[src/rlc_pkg.sv]
// Package: register map, field layout, reset values and carrier types for the per-channel config bank
package rlc_pkg;

   // ----------------------------------------------------------------
   // Register map
   // ----------------------------------------------------------------
   localparam int unsigned NUM_CHAN = 4;
   localparam logic [7:0] CHAN_STRIDE = 8'h0c;
   localparam logic [7:0] RESISTANCE_MEASURE_CONFIG_OFFS = 8'h06;
   localparam logic [7:0] LEAKAGE_COMP_ENABLE_OFFS = 8'h07;
   localparam logic [7:0] DIGITAL_OUT_EXT_CONTROL_OFFS = 8'h08;

   // ----------------------------------------------------------------
   // Reset values
   // ----------------------------------------------------------------
   localparam logic [15:0] RESISTANCE_MEASURE_CONFIG_RST = 16'h0001;
   localparam logic [15:0] LEAKAGE_COMP_ENABLE_RST = 16'h0000;
   localparam logic [15:0] DIGITAL_OUT_EXT_CONTROL_RST = 16'h1700;

   // ----------------------------------------------------------------
   // Writable bit masks; everything else is reserved and reads zero
   // ----------------------------------------------------------------
   localparam logic [15:0] RESISTANCE_MEASURE_CONFIG_WMASK = 16'h000f;
   localparam logic [15:0] LEAKAGE_COMP_ENABLE_WMASK = 16'h0001;
   localparam logic [15:0] DIGITAL_OUT_EXT_CONTROL_WMASK = 16'h1fff;

   // ----------------------------------------------------------------
   // Field positions
   // ----------------------------------------------------------------
   localparam int unsigned REFERENCE_SCALE_SELECT_BIT = 3;
   localparam int unsigned WIRING_SELECT_BIT = 2;
   localparam int unsigned EXCITATION_SWAP_BIT = 1;
   localparam int unsigned EXCITATION_CURRENT_SELECT_BIT = 0;
   localparam int unsigned LEAKAGE_COMP_ON_BIT = 0;

   // ----------------------------------------------------------------
   // Carrier types
   // ----------------------------------------------------------------
   typedef enum logic [1:0] {
      RLC_SEL_RESISTANCE,
      RLC_SEL_LEAKAGE,
      RLC_SEL_DOEXT,
      RLC_SEL_NONE
   } rlc_sel_t;

   typedef struct packed {
      logic [15:0] resistance_measure_config;
      logic [15:0] leakage_comp_enable;
      logic [15:0] digital_out_ext_control;
   } rlc_chan_regs_t;

   typedef struct packed {
      logic ref_1v;
      logic two_wire;
      logic excitation_swap;
      logic current_1ma;
      logic leakage_comp_on;
   } rlc_chan_ctrl_t;

endpackage : rlc_pkg

[src/rlc_chan.sv]
// Per-channel field decode and automatic ADC offset scaling
`timescale 1ns/1ps
module rlc_chan #(
   parameter int unsigned OFFSET_W = 24
) (
   // Clock and reset
   input wire logic clk_i,
   input wire logic rst_n_i,
   // Register contents and channel status
   input wire rlc_pkg::rlc_chan_regs_t regs_i,
   input wire logic do_disabled_i,
   // Measurement request
   input wire logic meas_start_i,
   input wire logic [OFFSET_W-1:0] cal_offset_i,
   // Decoded controls and scaled offset
   output logic [$bits(rlc_pkg::rlc_chan_ctrl_t)-1:0] ctrl_o,
   output logic [OFFSET_W-1:0] scaled_offset_o,
   output logic offset_valid_o
);

   typedef struct packed {
      rlc_pkg::rlc_chan_ctrl_t ctrl;
      logic [OFFSET_W-1:0] offset;
      logic valid;
   } rlc_chan_state_t;

   rlc_chan_state_t state_reg;
   rlc_chan_state_t state_next;
   logic [15:0] rcfg;

   assign rcfg = regs_i.resistance_measure_config;

   // ----------------------------------------------------------------
   // Next state
   // ----------------------------------------------------------------
   always_comb begin
      state_next = state_reg;
      state_next.ctrl.ref_1v = rcfg[rlc_pkg::REFERENCE_SCALE_SELECT_BIT];
      state_next.ctrl.two_wire = rcfg[rlc_pkg::WIRING_SELECT_BIT];
      // Swap is meaningless with two wires, so it is forced off there
      state_next.ctrl.excitation_swap = rcfg[rlc_pkg::EXCITATION_SWAP_BIT] &
         ~rcfg[rlc_pkg::WIRING_SELECT_BIT];
      state_next.ctrl.current_1ma = rcfg[rlc_pkg::EXCITATION_CURRENT_SELECT_BIT];
      state_next.ctrl.leakage_comp_on = regs_i.leakage_comp_enable[rlc_pkg::LEAKAGE_COMP_ON_BIT] &
         do_disabled_i;
      state_next.valid = 1'b0;
      if (meas_start_i) begin
         // Halving the reference doubles the offset in codes
         state_next.offset = rcfg[rlc_pkg::REFERENCE_SCALE_SELECT_BIT] ?
            {cal_offset_i[OFFSET_W-2:0], 1'b0} : cal_offset_i;
         state_next.valid = 1'b1;
      end
   end

   // ----------------------------------------------------------------
   // State register
   // ----------------------------------------------------------------
   always_ff @(posedge clk_i or negedge rst_n_i) begin
      if (!rst_n_i) begin
         state_reg <= '0;
         state_reg.ctrl.current_1ma <= 1'b1;
      end else begin
         state_reg <= state_next;
      end
   end

   assign ctrl_o = state_reg.ctrl;
   assign scaled_offset_o = state_reg.offset;
   assign offset_valid_o = state_reg.valid;

endmodule : rlc_chan

[src/rlc_bank.sv]
// Register bank for resistance measurement, leakage compensation and digital output external control
//
// Summary of operation
// - Each register exists per channel at base plus twelve times channel number.
// - Resistance configuration resets to 0x0001, selecting the higher excitation current.
// - Bit 3 picks the reference: 0 means 2V, 1 means 1V.
// - Resistance measurements get the calibrated ADC offset scaled by selected reference.
// - Bit 2 picks wiring: 0 is three-wire, 1 is two-wire.
// - Bit 1 swaps excitation currents between sense pins, three-wire only.
// - Bit 0 picks excitation current: 0 is 500uA, 1 is 1mA; resets 1.
// - Leakage compensation acts only while digital output mode is disabled.
// - Leakage compensation bit 0 turns the circuit on or off; resets 0.
// - Digital output external control resets to 0x1700; bits 15 to 13 read-only.
`timescale 1ns/1ps
module rlc_bank #(
   parameter int unsigned NUM_CHAN = rlc_pkg::NUM_CHAN,
   parameter int unsigned OFFSET_W = 24
) (
   // Clock and reset
   input wire logic clk_i,
   input wire logic rst_n_i,
   // Register access port behind the serial interface
   input wire logic [7:0] reg_addr_i,
   input wire logic reg_wr_en_i,
   input wire logic [15:0] reg_wr_data_i,
   input wire logic reg_rd_en_i,
   output logic [15:0] reg_rd_data_o,
   output logic reg_rd_hit_o,
   // Channel status and measurement requests
   input wire logic [NUM_CHAN-1:0] do_disabled_i,
   input wire logic [NUM_CHAN-1:0] meas_start_i,
   input wire logic [NUM_CHAN-1:0][OFFSET_W-1:0] cal_offset_i,
   // Decoded per-channel controls
   output rlc_pkg::rlc_chan_ctrl_t [NUM_CHAN-1:0] ctrl_o,
   output logic [NUM_CHAN-1:0][OFFSET_W-1:0] scaled_offset_o,
   output logic [NUM_CHAN-1:0] offset_valid_o,
   output logic [NUM_CHAN-1:0][12:0] do_ext_fields_o
);

   // ----------------------------------------------------------------
   // Address decode
   // ----------------------------------------------------------------
   typedef struct packed {
      logic hit;
      logic [1:0] chan;
      rlc_pkg::rlc_sel_t sel;
   } rlc_dec_t;

   function automatic rlc_dec_t rlc_decode(input logic [7:0] addr);
      rlc_dec_t d;
      logic [7:0] base;
      d = '{hit: 1'b0, chan: 2'd0, sel: rlc_pkg::RLC_SEL_NONE};
      for (int i = 0; i < NUM_CHAN; i++) begin
         base = 8'(i * rlc_pkg::CHAN_STRIDE);
         if (addr == 8'(rlc_pkg::RESISTANCE_MEASURE_CONFIG_OFFS + base)) begin
            d = '{hit: 1'b1, chan: 2'(i), sel: rlc_pkg::RLC_SEL_RESISTANCE};
         end else if (addr == 8'(rlc_pkg::LEAKAGE_COMP_ENABLE_OFFS + base)) begin
            d = '{hit: 1'b1, chan: 2'(i), sel: rlc_pkg::RLC_SEL_LEAKAGE};
         end else if (addr == 8'(rlc_pkg::DIGITAL_OUT_EXT_CONTROL_OFFS + base)) begin
            d = '{hit: 1'b1, chan: 2'(i), sel: rlc_pkg::RLC_SEL_DOEXT};
         end
      end
      return d;
   endfunction : rlc_decode

   // ----------------------------------------------------------------
   // State
   // ----------------------------------------------------------------
   typedef struct packed {
      rlc_pkg::rlc_chan_regs_t [NUM_CHAN-1:0] ch;
      logic [15:0] rd_data;
      logic rd_hit;
   } rlc_bank_state_t;

   rlc_bank_state_t state_reg;
   rlc_bank_state_t state_next;
   rlc_dec_t dec;

   assign dec = rlc_decode(reg_addr_i);

   always_comb begin
      state_next = state_reg;
      if (reg_wr_en_i && dec.hit) begin
         // Masking keeps reserved bits at zero whatever is written
         if (dec.sel == rlc_pkg::RLC_SEL_RESISTANCE) begin
            state_next.ch[dec.chan].resistance_measure_config =
               reg_wr_data_i & rlc_pkg::RESISTANCE_MEASURE_CONFIG_WMASK;
         end else if (dec.sel == rlc_pkg::RLC_SEL_LEAKAGE) begin
            state_next.ch[dec.chan].leakage_comp_enable =
               reg_wr_data_i & rlc_pkg::LEAKAGE_COMP_ENABLE_WMASK;
         end else if (dec.sel == rlc_pkg::RLC_SEL_DOEXT) begin
            state_next.ch[dec.chan].digital_out_ext_control =
               reg_wr_data_i & rlc_pkg::DIGITAL_OUT_EXT_CONTROL_WMASK;
         end
      end
      if (reg_rd_en_i) begin
         // Unmapped reads return zero with the hit flag low
         state_next.rd_hit = dec.hit;
         state_next.rd_data = 16'h0000;
         if (dec.hit && dec.sel == rlc_pkg::RLC_SEL_RESISTANCE) begin
            state_next.rd_data = state_reg.ch[dec.chan].resistance_measure_config;
         end else if (dec.hit && dec.sel == rlc_pkg::RLC_SEL_LEAKAGE) begin
            state_next.rd_data = state_reg.ch[dec.chan].leakage_comp_enable;
         end else if (dec.hit && dec.sel == rlc_pkg::RLC_SEL_DOEXT) begin
            state_next.rd_data = state_reg.ch[dec.chan].digital_out_ext_control;
         end
      end
   end

   always_ff @(posedge clk_i or negedge rst_n_i) begin
      if (!rst_n_i) begin
         state_reg.rd_data <= 16'h0000;
         state_reg.rd_hit <= 1'b0;
         for (int i = 0; i < NUM_CHAN; i++) begin
            state_reg.ch[i].resistance_measure_config <= rlc_pkg::RESISTANCE_MEASURE_CONFIG_RST;
            state_reg.ch[i].leakage_comp_enable <= rlc_pkg::LEAKAGE_COMP_ENABLE_RST;
            state_reg.ch[i].digital_out_ext_control <= rlc_pkg::DIGITAL_OUT_EXT_CONTROL_RST;
         end
      end else begin
         state_reg <= state_next;
      end
   end

   assign reg_rd_data_o = state_reg.rd_data;
   assign reg_rd_hit_o = state_reg.rd_hit;

   // ----------------------------------------------------------------
   // Per-channel decode
   // ----------------------------------------------------------------
   genvar g;
   generate
      for (g = 0; g < NUM_CHAN; g++) begin : g_chan
         rlc_chan #(
            .OFFSET_W(OFFSET_W)
         ) u_chan (
            .clk_i(clk_i),
            .rst_n_i(rst_n_i),
            .regs_i(state_reg.ch[g]),
            .do_disabled_i(do_disabled_i[g]),
            .meas_start_i(meas_start_i[g]),
            .cal_offset_i(cal_offset_i[g]),
            .ctrl_o(ctrl_o[g]),
            .scaled_offset_o(scaled_offset_o[g]),
            .offset_valid_o(offset_valid_o[g])
         );
         assign do_ext_fields_o[g] = state_reg.ch[g].digital_out_ext_control[12:0];
      end
   endgenerate

endmodule : rlc_bank

[config.mk]
export PLATFORM = sky130hd
export DESIGN_NAME = rlc_bank
export DESIGN_NICKNAME = d
export VERILOG_FILES = /design/src/rlc_pkg.sv /design/src/rlc_chan.sv /design/src/rlc_bank.sv
export SDC_FILE = /design/constraint.sdc
export NUM_CORES = 1
export LEC_CHECK = 0
export BUFFER_PORTS_ARGS = -buffer_cell sky130_fd_sc_hd__buf_2
export CAP_MARGIN = 0
export CORE_ASPECT_RATIO = 0.5
export CORE_MARGIN = 5
export CORE_UTILIZATION = 41
export DETAILED_ROUTE_END_ITERATION = 6
export PLACE_DENSITY = 0.67
export SLEW_MARGIN = 20
export SYNTH_ARGS = -nofsm -noshare
export SYNTH_HDL_FRONTEND = slang
export SYNTH_HIERARCHICAL = 1
export SYNTH_SLANG_ARGS = --single-unit
[constraint.sdc]
create_clock -name clk_i -period 2.1 [get_ports clk_i]
set_clock_uncertainty 0.2 [all_clocks]
set_input_delay 0.21 -clock clk_i [delete_from_list [all_inputs] [get_ports clk_i]]
set_output_delay 0.21 -clock clk_i [all_outputs]
set_load 0.05 [all_outputs]
**Yosys cells after proc, flatten, opt, wreduce, memory -nomap -nowiden**

Index checks and enable logic that the tools add are counted.

- Register bits: 329
- Word-level logic and storage cells: 115
- Output and inout bits: 189

- Bitwise operators: 12
- Reduce and logical (&&, ||, !) cells: 8
- Magnitude comparators: 2
- Mux-type cells: 37
- Equality and inequality tests: 14

Operator list:

| cell | count |
|---|---|
| bitwise mux 192 bit | 3 |
| 2-to-1 mux 192 bit | 3 |
| demux 48 bit (select 2 bit) | 3 |
| binary-select mux 48 bit (select 2 bit) | 1 |
| 2-to-1 mux 24 bit | 4 |
| 2-to-1 mux 48 bit | 2 |
| 2-to-1 mux 16 bit | 4 |
| 2-to-1 mux 5 bit | 12 |
| equality test 8 x 5 -> 1 bit, second input constant | 5 |
| equality test 8 x 6 -> 1 bit, second input constant | 4 |
| 2-to-1 mux 32 bit | 1 |
| equality test 8 x 3 -> 1 bit, second input constant | 2 |
| bitwise AND 1 bit | 8 |
| equality test 8 x 4 -> 1 bit, second input constant | 1 |
| logical AND 1 bit | 5 |
| 2-to-1 mux 1 bit | 4 |
| inverter 1 bit | 4 |
| < comparator 2 x 3 -> 1 bit, second input constant | 1 |
| nonzero test 3 bit | 1 |
| equality test 2 x 1 -> 1 bit, second input constant | 1 |
| equality test 2 bit, second input constant | 1 |
| >= comparator 2 x 1 -> 1 bit, second input constant | 1 |
| logical NOT 2 bit | 1 |
| AND reduction 2 bit | 1 |

**Logic depth before layout (Yosys ltp)**

Gate-level depths: netlist of run 1.

- Word-level depth: 21
- Mapped depth: 9
- Mapped depth without buffers: 6

**Modules after synthesis**

Netlist of run 1, hierarchy kept.

By module, submodules not included:

| module | area an instance (µm²) | cells each | sequential area each (µm²) | times used |
|---|---|---|---|---|
| rlc_chan | 1,286.2 | 112 | 752.0 | 4 |
| rlc_bank | 4,559.4 | 386 | 2,177.1 | 1 |

**Least setup slack after synthesis of run 1**

Ideal clock, no wire load.

- Kind: input-to-reg
- From: input reg_addr_i[7]
- To: register state_reg[146] in the netlist's numbering
- Slack: -0.251 ns
- Setup time: 0.125 ns
- Data required time: 1.775 ns
- Stages: 6
- Arrival: 2.026 ns
- Cells stage by stage: or4b_1 > or2_4 > o221ai_2 > o211ai_2 > nor2b_2 > mux2_2

- Word-level cells in the longest chain between the ends: 18
- Elaborated cells on any way between the ends: 43

RTL lines:

| element | RTL line | source |
|---|---|---|
| from (decl) | rlc_bank.sv:23 | `input wire logic [7:0] reg_addr_i,` |
| equality test 8 x 3 -> 1 bit | rlc_bank.sv:57 | `end else if (addr == 8'(rlc_pkg::LEAKAGE_COMP_ENABLE_OFFS + base)) begin` |
| 2-to-1 mux 5 bit | rlc_bank.sv:57 |  |
| 2-to-1 mux 5 bit | rlc_bank.sv:55 | `if (addr == 8'(rlc_pkg::RESISTANCE_MEASURE_CONFIG_OFFS + base)) begin` |
| 2-to-1 mux 5 bit | rlc_bank.sv:59 | `end else if (addr == 8'(rlc_pkg::DIGITAL_OUT_EXT_CONTROL_OFFS + base)) begin` |
| 2-to-1 mux 5 bit | rlc_bank.sv:57 |  |
| 2-to-1 mux 5 bit | rlc_bank.sv:55 |  |
| 2-to-1 mux 5 bit | rlc_bank.sv:59 |  |
| 2-to-1 mux 5 bit | rlc_bank.sv:57 |  |
| (+2 left out) | - |  |
| 2-to-1 mux 5 bit | rlc_bank.sv:57 |  |
| 2-to-1 mux 5 bit (*) | rlc_bank.sv:55 |  |
| < comparator 2 x 3 -> 1 bit (not written as such) / >= comparator 2 x 1 -> 1 bit (equally long branches) | rlc_bank.sv:86 | `state_next.ch[dec.chan].resistance_measure_config =` |
| logical AND 1 bit (not written as such) | rlc_bank.sv:86 |  |
| 2-to-1 mux 48 bit (not written as such) | rlc_bank.sv:86 |  |
| demux 48 bit (select 2 bit) | rlc_bank.sv:86 |  |
| bitwise mux 192 bit | rlc_bank.sv:86 |  |
| 2-to-1 mux 192 bit | rlc_bank.sv:85 | `if (dec.sel == rlc_pkg::RLC_SEL_RESISTANCE) begin` |
| to (signal assigned) | rlc_bank.sv:120 | `state_reg <= state_next;` |
| to (decl) | rlc_bank.sv:75 | `rlc_bank_state_t state_reg;` |

Mark *: on every way between the ends. The rest lies on a longest branch, timed or not. The select of a mux whose other input is x is not followed.
A chain may end at the register's enable or synchronous reset.

**Worst setup path after layout of run 1**

- From: register state_reg[52] in the netlist's numbering
- To: register g_chan[0].u_chan.state_reg (netlist bit g_chan[0].u_chan/scaled_offset_o[11])

- Word-level cells in the longest chain between the ends: 1

RTL lines:

| element | RTL line | source |
|---|---|---|
| 2-to-1 mux 24 bit | rlc_chan.sv:49 | `state_next.offset = rcfg[rlc_pkg::REFERENCE_SCALE_SELECT_BIT] ?` |
| to (signal assigned) | rlc_chan.sv:63 | `state_reg <= state_next;` |
| to (decl) | rlc_chan.sv:27 | `rlc_chan_state_t state_reg;` |

No other way between the ends.

==> results of run 1 <==
power by group:
group | internal (W) | switching [W]
registers | 0.00429 | 0.000204
logic | 0.000758 | 0.00172
clock network | 0.00241 | 0.00156
Yosys cell counts, types with 2 or more instances:
cell type	count
and3b_1	3
dfstp_2	24
nand3_1	6
nand3b_1	4
a21o_1	9
a211o_1	3
a222oi_1	18
a21oi_1	109
a32o_1	3
nor2b_2	2
nor2b_1	7
nor2_1	102
nor3_1	3
clkbuf_1	18
buf_2	19
mux2i_1	92
o21ai_0	6
buf_4	68
mux2_2	71
buf_12	8
and2_1	5
nand2_1	27
buf_6	5
nor3b_1	4
o211ai_1	4
dfrtp_1	182
inv_1	6
cell families after synthesis:
logic type                synth area share
AOI/OAI and AO/OA                    0.105
buffers and inverters               0.0940
and+or+nand+nor                     0.0870
other                             0.000386
xor gates and xnor gates          0.000903
muxes                                0.178
DFF                                  0.534
critical path: cells and delay by family, from the launching register on:
family	cells	cell delay, ns
buffers and inverters	2	0.89
AOI/OAI and AO/OA	1	0.06
DFF	1	0.40
muxes	1	0.27
metrics by stage:
stage / TNS [ns] / hold WS, ns / cell area [um^2] / setup slack, ns / utilization
CTS: 0 / 0.00828 / 13700 / 0.0954 / 0.596
finish: 0 / -0.00192 / 13800 / 0.0845 / 0.597
global placement: -17.66 / -0.0174 / 11400 / -0.288 / 0.497
global route: 0 / 0.0457 / 13800 / 0.00314 / 0.597
detailed placement: -19.42 / -0.0173 / 11400 / -0.330 / 0.497
floorplan: -3.09 / -0.286 / 9820 / -0.171 / -
timing repair:
item,CTS,global route
hold buffers,156,0
gates resized for setup,0,3
hold endpoints to repair,364,0
endpoints found under the setup margin,0,13
per-layer routing:
layer | part of all wire | wire length, um
met3 | 0.038 | 1170
met4 | 0.040 | 1240
met5 | 0 | 0
met2 | 0.52 | 15800
met1 | 0.41 | 12400
layout make-up:
cell class / instances / area [um^2]
multi-input cells: 506 / 3700
fillers: 1867 / 9280
well taps: 307 / 384
diodes: 1 / 2.50
clock inverters: 9 / 129
flip-flops and latches: 206 / 5180
inverters: 6 / 22.5
repair buffers: 531 / 3720
clock buffers: 27 / 608
worst min-delay path by stage:
| stage | cells after the start | from | to | slack (ns) |
|---|---|---|---|---|
| final | 2 | rst_n_i | g_chan[2].u_chan/ctrl_o[0] | -0.002 |
| after global routing | 2 | rst_n_i | g_chan[2].u_chan/ctrl_o[0] | 0.05 |
| after CTS | 2 | rst_n_i | g_chan[2].u_chan/ctrl_o[0] | 0.008 |
| after detailed placement | 1 | rst_n_i | g_chan[2].u_chan/ctrl_o[0] | -0.02 |
| after global placement | 1 | rst_n_i | g_chan[2].u_chan/ctrl_o[0] | -0.02 |
| after floorplan | 0 | rst_n_i | do_ext_fields_o[0] | -0.29 |
==> flow_summary.rst, run 1 <==
.. list-table::
   :header-rows: 1

   * - Metric
     - Value
   * - Total placed cells including tap cells
     - 1400
   * - Final critical path time including I/O delays and setup
     - 2.02 ns
   * - Global-route wire length before repair
     - 47700 um
   * - Initial cell density of the core
     - 0.421
   * - Biggest area consumer among synthesized cells
     - dfrtp_1
   * - Total via count in the routed design
     - 8107
   * - Layout area overhead
     - 41.7%
   * - Share of post-route cells with drive strength above 1
     - 0.411
   * - Reg-to-reg slack, setup
     - 0.08 ns
   * - Antenna violations before repair
     - 1
   * - Synth unique cells
     - 53
   * - Met2 usage
     - 0.395
   * - Core Footprint
     - 23000 um^2
   * - Number of enable-type register cells in the synthesized netlist
     - 0
   * - Number of max-slew violations in the final report
     - 0
   * - Buffers on Ports
     - 314
   * - Worst-path fanout max
     - 25
   * - Vias/cell
     - 5.09
   * - Met3 Use GR
     - 0.0394
   * - Category of the most critical setup path
     - flip-flop to flip-flop
   * - Die span in y
     - 119 um
   * - Number of nets in the layout
     - 1403
   * - Power density normalized to cell area
     - 796 nW/um^2
   * - Count of antenna-violating nets left after detailed routing
     - 0
   * - Number of CTS-inserted buffers
     - 20
   * - Setup repair after global routing missed its margin
     - no
   * - Predominant post-synthesis flop cell
     - dfrtp_1
   * - Final hold slack
     - -0.00192 ns
   * - Data arrival time of the worst path
     - 2.15 ns
   * - Startpoint kind of the worst setup timing path
     - flip-flop
   * - Global routing met1 resource utilization
     - 0.264
   * - Top Ports
     - 321
   * - Mapped Cells
     - 834
   * - Most Crowded Layer GR
     - met2
   * - Sequential cell area fraction in the yosys report
     - 0.534
   * - MaxCap Viol Count
     - 0
   * - Critical path origin
     - state_reg[52]
   * - Cell depth of the worst flop-to-flop path
     - 4
   * - Die width
     - 228 um
   * - Termination of the worst setup path
     - g_chan[0].u_chan/scaled_offset_o[11]
   * - Ys Warns
     - 6
   * - Clk Tree Root Cell
     - clkbuf_16
   * - Total routing usage reported by global routing
     - 0.220
   * - Number of clock sinks seen by CTS
     - 206
   * - CTS H-tree lvls
     - 1
   * - Failing checks
     - negative hold slack
   * - Overall power of the completed layout
     - 0.0109 W
   * - Hold violation total from the final report
     - 1
   * - Slew Limit Headroom
     - 0.471
   * - Total wire length after detailed routing
     - 30600 um
   * - Total setup buffers inserted after CTS
     - 0
   * - Final-report setup violation count
     - 0
   * - Cell type of the slowest stage on the worst timing path
     - dlygate4sd3_1
   * - Number of flip-flops in the largest register
     - 96
   * - Clock-pin slew on the worst setup and hold paths
     - 0.07 ns
   * - Classification of the worst-slack hold path
     - input port to asynchronous set/reset pin
   * - Commonest cells after routing, fill and taps aside
     - buf_2 (313), dfrtp_1 (182), dlygate4sd3_1 (156)
   * - List of cells traversed by the critical path
     - buf_6 -> mux2i_1 -> dlygate4sd3_1 -> a21oi_1
   * - DRC violation count after routing
     - 0
   * - Weighted congestion reported at the end of routability-driven placement
     - 0.901
   * - Crit path largest cell delay
     - 0.58 ns
   * - Mapped Avg Cell Area
     - 11.6 um^2
   * - Clock tree from TritonCTS
     - done
   * - Most frequent standard cell in the layout excluding fill and tap cells
     - buf_2
   * - Number of core rows
     - 39
   * - Number of flip-flops and latches in the synthesized netlist
     - 206
   * - Run status
     - complete, but fails checks
   * - Synth area leaders
     - dfrtp_1 (47%), mux2i_1 (9.5%), mux2_2 (8.2%)
   * - Area share of the leading cell type in the synthesized netlist
     - 0.469
   * - Leakage
     - 6.45 nW
   * - Worst Setup End Kind
     - flip-flop
   * - Top achievable clock speed
     - 496 MHz
   * - Estimated wirelength of the detail-placed design
     - 20400 um
   * - First DRT Iteration DRCs
     - 628
   * - Portion of the clock cycle consumed by the worst path in the final layout
     - 0.960
   * - Length of the first detailed-routing pass in iterations
     - 5
   * - Final std cells w/o fill
     - 1593
   * - Async set-reset flop share out of synthesis
     - 1.00
   * - Netlist area before placement
     - 9700 um^2
   * - Die Outline Area
     - 27000 um^2
   * - Reg-to-reg critical path startpoint
     - state_reg[52]
   * - Number of global-route vias before repair
     - 8592
   * - Per-cell routed wire length
     - 19.2 um
   * - Worst path required time
     - 2.24 ns
   * - Max Buffers Root-to-Sink
     - 3
   * - Maximum number of pins on one net before global-route repair
     - 50
   * - Worst Tran Pin Value
     - 0.794 ns
   * - Worst vdd rail ir drop
     - 512 uV
   * - Destination of the worst register-to-register timing path
     - g_chan[0].u_chan/scaled_offset_o[11]
   * - Clock network latency to the later pin of the worst-skew pair
     - 0.50 ns
   * - Final global-route overflow total
     - 0
Power figures use the tool's default switching activity.
==> run 2, diff against run 1 <==
--- a/config.mk
+++ b/config.mk
@@ -11,7 +11,7 @@
 export CORE_MARGIN = 5
 export CORE_UTILIZATION = 41
 export DETAILED_ROUTE_END_ITERATION = 6
-export PLACE_DENSITY = 0.67
+export PLACE_DENSITY_LB_ADDON = 0.05
 export SLEW_MARGIN = 20
 export SYNTH_ARGS = -nofsm -noshare
 export SYNTH_HDL_FRONTEND = slang
==> run 2 against run 1 <==
Against the previous run: the flow now finishes without violations; register-to-register slack about the same; first-iteration DRC count down 32%; design area shrank 0.30%; cell count hardly changed; critical path type unchanged; critical endpoint is now g_chan[2].u_chan/scaled_offset_o[5]; highest routed layer unchanged.
==> flow_summary.rst, run 2 (same netlist as run 1, synthesis figures left out) <==
.. list-table::
   :header-rows: 1

   * - Metric
     - Value
   * - First DRT Iteration DRCs
     - 429
   * - MaxCap Viol Count
     - 0
   * - Die Outline Area
     - 27000 um^2
   * - Worst slack at placement
     - -0.362 ns
   * - Slew Limit Headroom
     - 0.660
   * - Proportion of power drawn by the clock network
     - 0.356
   * - Number of nets in the layout
     - 1403
   * - Die width
     - 228 um
   * - Clock network latency to the later pin of the worst-skew pair
     - 0.49 ns
   * - Startpoint kind of the worst setup timing path
     - flip-flop
   * - Switching Power
     - 0.00342 W
   * - Final critical path time including I/O delays and setup
     - 2.02 ns
   * - Commonest cells after routing, fill and taps aside
     - buf_2 (313), dfrtp_1 (182), dlygate4sd3_1 (158)
   * - Core Footprint
     - 23000 um^2
   * - Reg power frac
     - 0.416
   * - Layout area overhead
     - 41.3%
   * - Final critical-path setup slack
     - 0.0807 ns
   * - Number of core rows
     - 39
   * - Length of the first detailed-routing pass in iterations
     - 6
   * - Number of clock sinks seen by CTS
     - 206
   * - Worst Setup End Kind
     - flip-flop
   * - Final global-route overflow total
     - 0
   * - Total wire length after detailed routing
     - 29800 um
   * - Critical path origin
     - state_reg[148]
   * - Largest delay share family, worst path
     - buffers and inverters
   * - Category of the most critical setup path
     - flip-flop to flip-flop
   * - Leakage
     - 6.43 nW
   * - Crit. path cell count
     - 4
   * - Total via count in the routed design
     - 7942
   * - Vias/cell
     - 4.98
   * - CTS H-tree lvls
     - 1
   * - Destination of the worst register-to-register timing path
     - g_chan[2].u_chan/scaled_offset_o[5]
   * - Termination of the worst setup path
     - g_chan[2].u_chan/scaled_offset_o[5]
   * - Clock-pin slew on the worst setup and hold paths
     - 0.06 ns
   * - Reg-to-reg slack, setup
     - 0.08 ns
   * - Die span in y
     - 119 um
   * - Cell type of the slowest stage on the worst timing path
     - dlygate4sd3_1
   * - Weighted congestion reported at the end of routability-driven placement
     - 0.838
   * - Power density normalized to cell area
     - 788 nW/um^2
   * - Worst Tran Pin Value
     - 0.509 ns
   * - Count of antenna-violating nets left after detailed routing
     - 0
   * - Cell depth of the worst flop-to-flop path
     - 4
   * - Clock tree from TritonCTS
     - done
   * - Hold violation total from the final report
     - 0
   * - Estimated wirelength of the detail-placed design
     - 20700 um
   * - Antenna violations before repair
     - 2
   * - Combinational Power Share
     - 0.228
   * - Top Ports
     - 321
   * - Classification of the worst-slack hold path
     - input port to asynchronous set/reset pin
   * - DRC violation count after routing
     - 0
   * - Worst vdd rail ir drop
     - 607 uV
   * - Final-report setup violation count
     - 0
   * - Initial cell density of the core
     - 0.421
   * - Total internal power
     - 0.00738 W
   * - Number of global-route vias before repair
     - 8248
   * - Per-cell routed wire length
     - 18.7 um
   * - Portion of the clock cycle consumed by the worst path in the final layout
     - 0.962
   * - Data arrival time of the worst path
     - 2.17 ns
   * - Max Buffers Root-to-Sink
     - 3
   * - Total Neg Setup Slack
     - 0 ns
   * - Buffers on Ports
     - 314
   * - Number of max-slew violations in the final report
     - 0
   * - Worst-path fanout max
     - 26
   * - Setup repair after global routing missed its margin
     - no
   * - Maximum number of pins on one net before global-route repair
     - 57
   * - Number of CTS-inserted buffers
     - 20
   * - Run status
     - finished clean
   * - Net switching share of the total power
     - 0.317
   * - Worst path required time
     - 2.25 ns
   * - Share of post-route cells with drive strength above 1
     - 0.405
   * - List of cells traversed by the critical path
     - buf_4 -> mux2i_1 -> dlygate4sd3_1 -> a21oi_1
   * - Clk Tree Root Cell
     - clkbuf_16
   * - Most frequent standard cell in the layout excluding fill and tap cells
     - buf_2
   * - Total routing usage reported by global routing
     - 0.213
   * - Global-route wire length before repair
     - 46200 um
   * - Number of flip-flops in the largest register
     - 96
   * - Reg-to-reg critical path startpoint
     - state_reg[148]
   * - Top achievable clock speed
     - 495 MHz
   * - Count of buffering cells on the critical path with inverters included
     - 2
   * - Crit path largest cell delay
     - 0.58 ns
[run 2: cell types whose count changed in the layout (fill, tap and decap cells not counted), sizes merged]
cell,delta
clkinv,-4
buf,-2
clkbuf,+6
bufinv,-1
clkinvlp,-1
diode,+1
dlygate4sd3,+2
[run 2: worst min path at each step]
| stage | startpoint | slack [ns] | depth (start not counted) | to |
|---|---|---|---|---|
| 2_1_floorplan | rst_n_i | -0.29 | 0 | do_ext_fields_o[0] |
| 3_5_place_dp | rst_n_i | -0.02 | 1 | do_ext_fields_o[18] |
| 4_1_cts | rst_n_i | 0.02 | 2 | reg_rd_data_o[0] |
| 3_3_place_gp | rst_n_i | -0.01 | 1 | do_ext_fields_o[18] |
| 5_1_grt | rst_n_i | 0.06 | 2 | do_ext_fields_o[18] |
| 6_report | rst_n_i | 0.02 | 2 | do_ext_fields_o[18] |
[run 2: worst reg2reg max path: cells and delay by family, from the launching register on]
kind	cells	cell delay, ns
AO/OA/AOI/OAI	1	0.07
buffers and inverters	2	0.97
multiplexers	1	0.28
flip-flops	1	0.37
[run 2: layout make-up]
cell class,count,area (um^2)
clock buffer,33,641
sequential,206,5180
inverter,6,22.5
timing repair buffer,531,3710
tap,307,384
antenna,2,5.00
fill,1997,9320
clock inverter,3,67.6
multi-input combinational,506,3700
[run 2: metal layers]
metal / vias up / share of wire / global-route usage
li1: 3766 / - / -
met1: 3915 / 0.44 / 0.283
met2: 211 / 0.49 / 0.362
met3: 50 / 0.054 / 0.0453
met4: 0 / 0.022 / 0.0489
met5: - / 0 / 0
[run 2: what timing repair did]
action                     CTS  global route
hold endpoints to repair   363             0
setup endpoints to repair    0             3
hold buffers               158             0
buffers inserted             0             0
resized for setup            0             1
[run 2: stage by stage]
stage                     total power [W]  cells  cell area [um^2]  hold WS (ns)   util
after floorplan                   0.00619    836              9820        -0.286      -
after global placement            0.00678   1398             11400       -0.0119  0.495
after detailed placement          0.00680   1398             11400       -0.0155  0.495
after CTS                          0.0109   1592             13700        0.0197  0.595
after global routing               0.0113   1594             13700        0.0580  0.595
final                              0.0108   1594             13700        0.0188  0.595
[run 2: power by group through the flow]
stage	Clock, W	Sequential [W]	Combinational [W]
final	0.00384	0.00449	0.00246
after global routing	0.00415	0.00453	0.00261
after global placement	0	0.00456	0.00222
after floorplan	0	0.00514	0.00104
after CTS	0.00396	0.00449	0.00247
after detailed placement	0	0.00456	0.00224
==> run 3, diff against run 2 <==
--- a/config.mk
+++ b/config.mk
@@ -12,6 +12,7 @@
 export CORE_UTILIZATION = 41
 export DETAILED_ROUTE_END_ITERATION = 6
 export PLACE_DENSITY_LB_ADDON = 0.05
+export SETUP_SLACK_MARGIN = 0.15
 export SLEW_MARGIN = 20
 export SYNTH_ARGS = -nofsm -noshare
 export SYNTH_HDL_FRONTEND = slang
==> constraint.sdc (replaced) <==
create_clock -name clk_i -period 2.2 [get_ports clk_i]
set_clock_uncertainty 0.2 [all_clocks]
set_input_delay 0.22 -clock clk_i [delete_from_list [all_inputs] [get_ports clk_i]]
set_output_delay 0.22 -clock clk_i [all_outputs]
set_load 0.05 [all_outputs]
==> run 3 against run 2 <==
Against the previous run: critical path type unchanged; total power down 6.5%; clock-buffer cell count down 6; highest routed layer unchanged; sequential share of layout area increased by 0.17 points; die area did not move; cell count down 0.38%; fmax increased by 3.1%.
==> flow_summary.rst, run 3 (same netlist as run 1, synthesis figures left out) <==
.. list-table::
   :header-rows: 1

   * - Metric
     - Value
   * - Classification of the worst-slack hold path
     - input port to asynchronous set/reset pin
   * - Commonest cells after routing, fill and taps aside
     - buf_2 (313), dfrtp_1 (182), dlygate4sd3_1 (156)
   * - Number of clock sinks seen by CTS
     - 206
   * - First DRT Iteration DRCs
     - 560
   * - Number of max-slew violations in the final report
     - 0
   * - Initial cell density of the core
     - 0.421
   * - Worst Tran Pin Value
     - 0.801 ns
   * - Run status
     - finished clean
   * - Clock network latency to the later pin of the worst-skew pair
     - 0.49 ns
   * - Power density normalized to cell area
     - 740 nW/um^2
   * - Total wire length after detailed routing
     - 30100 um
   * - Final-report setup violation count
     - 0
   * - Total routing usage reported by global routing
     - 0.218
   * - CTS H-tree lvls
     - 1
   * - Number of core rows
     - 39
   * - Top Ports
     - 321
   * - Top achievable clock speed
     - 510 MHz
   * - Worst Setup End Kind
     - flip-flop
   * - Leakage
     - 6.41 nW
   * - Worst-path fanout max
     - 25
   * - Clk Tree Root Cell
     - clkbuf_16
   * - Length of the first detailed-routing pass in iterations
     - 5
   * - MaxCap Viol Count
     - 0
   * - Maximum number of pins on one net before global-route repair
     - 50
   * - Total non-filler cell area in the finished layout
     - 13600 um^2
   * - Count of antenna-violating nets left after detailed routing
     - 0
   * - Die Outline Area
     - 27000 um^2
   * - Worst vdd rail ir drop
     - 582 uV
   * - Total via count in the routed design
     - 7975
   * - Final hold slack
     - 0.0482 ns
   * - Total setup buffers inserted after CTS
     - 0
   * - Clock-pin slew on the worst setup and hold paths
     - 0.07 ns
   * - Die width
     - 228 um
   * - Weighted congestion reported at the end of routability-driven placement
     - 0.830
   * - Overall power of the completed layout
     - 0.0101 W
   * - Number of nets in the layout
     - 1399
   * - Layout area overhead
     - 40.6%
   * - DRC violation count after routing
     - 0
   * - Max Buffers Root-to-Sink
     - 3
   * - Hold violation total from the final report
     - 0
   * - Most frequent standard cell in the layout excluding fill and tap cells
     - buf_2
   * - Global-route wire length before repair
     - 47500 um
   * - Category of the most critical setup path
     - flip-flop to flip-flop
   * - Per-cell routed wire length
     - 19.0 um
   * - Estimated wirelength of the detail-placed design
     - 21100 um
   * - Startpoint kind of the worst setup timing path
     - flip-flop
   * - Number of global-route vias before repair
     - 8415
   * - Setup repair after global routing missed its margin
     - no
   * - Fillcell total
     - 1976
   * - Clock tree from TritonCTS
     - done
   * - Antenna violations before repair
     - 0
   * - Data arrival time of the worst path
     - 2.10 ns
   * - Number of CTS-inserted buffers
     - 21
   * - Number of diodes
     - 0
   * - Worst path required time
     - 2.34 ns
   * - Slew Limit Headroom
     - 0.466
   * - Final critical path time including I/O delays and setup
     - 1.96 ns
   * - Vias/cell
     - 5.02
   * - Buffers on Ports
     - 314
   * - Cell depth of the worst flop-to-flop path
     - 4
   * - Number of flip-flops in the largest register
     - 96
   * - Total Neg Setup Slack
     - 0 ns
   * - Core Footprint
     - 23000 um^2
   * - Die span in y
     - 119 um
   * - Portion of the clock cycle consumed by the worst path in the final layout
     - 0.891
   * - Cell area after placement
     - 11400 um^2
   * - Share of post-route cells with drive strength above 1
     - 0.406
   * - Final global-route overflow total
     - 0
## run 3: cell count changes in the layout (fill, tap and decap cells not counted), sizes merged
cell,previous run,this run
clkinv,0,9
clkbuf,34,28
buf,372,369
diode,2,0
dlygate4sd3,158,156
bufinv,2,1
clkinvlp,1,0
## run 3: power breakdown
part           switching, W  internal [W]  total [W]
combinational       0.00164      0.000725    0.00237
clock               0.00149       0.00195    0.00344
sequential         0.000196       0.00410    0.00429
total               0.00332       0.00678     0.0101
## run 3: timing repair
action	CTS	global route
hold endpoints to repair	356	0
endpoints found under the setup margin	0	30
hold buffers	156	0
resized for setup	0	4
## run 3: final cells by class
type,instances,area (um^2),area share
flip-flops and latches,206,5180,0.380
repair buffers,526,3700,0.271
multi-input cells,506,3700,0.271
clock buffers,27,568,0.0416
well taps,307,384,0.0281
clock inverters,10,86.3,0.00633
inverters,6,22.5,0.00165
## run 3: worst max-delay path: stages, from the launching register on
cell and delay (ns):
dfrtp_1 0.39, buf_6 0.30, mux2i_1 0.24, dlygate4sd3_1 0.58, a21oi_1 0.07
## run 3: path summary, 6_finish.rpt
kind                            startpoint                              endpoint  slack, ns
hold reg to reg             state_reg[193]            g_chan[3].u_chan/ctrl_o[1]       0.20
setup reg to reg             state_reg[52]  g_chan[0].u_chan/scaled_offset_o[16]       0.24
min in group clk_i         meas_start_i[3]       g_chan[3].u_chan/offset_valid_o       0.05
max in group asynchronous          rst_n_i                   do_ext_fields_o[51]       1.09
setup / recovery             state_reg[52]  g_chan[0].u_chan/scaled_offset_o[16]       0.24
hold / removal                     rst_n_i   g_chan[3].u_chan/scaled_offset_o[4]       0.05
## run 3: metrics by stage
stage	utilization	instances	setup slack [ns]
4_1_cts	0.592	1588	0.202
6_report	0.593	1588	0.241
3_3_place_gp	0.496	1395	-0.206
2_1_floorplan	-	836	-0.0810
5_1_grt	0.593	1588	0.152
3_5_place_dp	0.496	1395	-0.218
## run 3: routing by layer
layer  part of all wire  up-vias  GRT usage
met5                  0        -          0
met4              0.022        0     0.0448
met3              0.058       45     0.0515
met2               0.49      212      0.369
met1               0.43     3951      0.289
li1                   -     3767          -
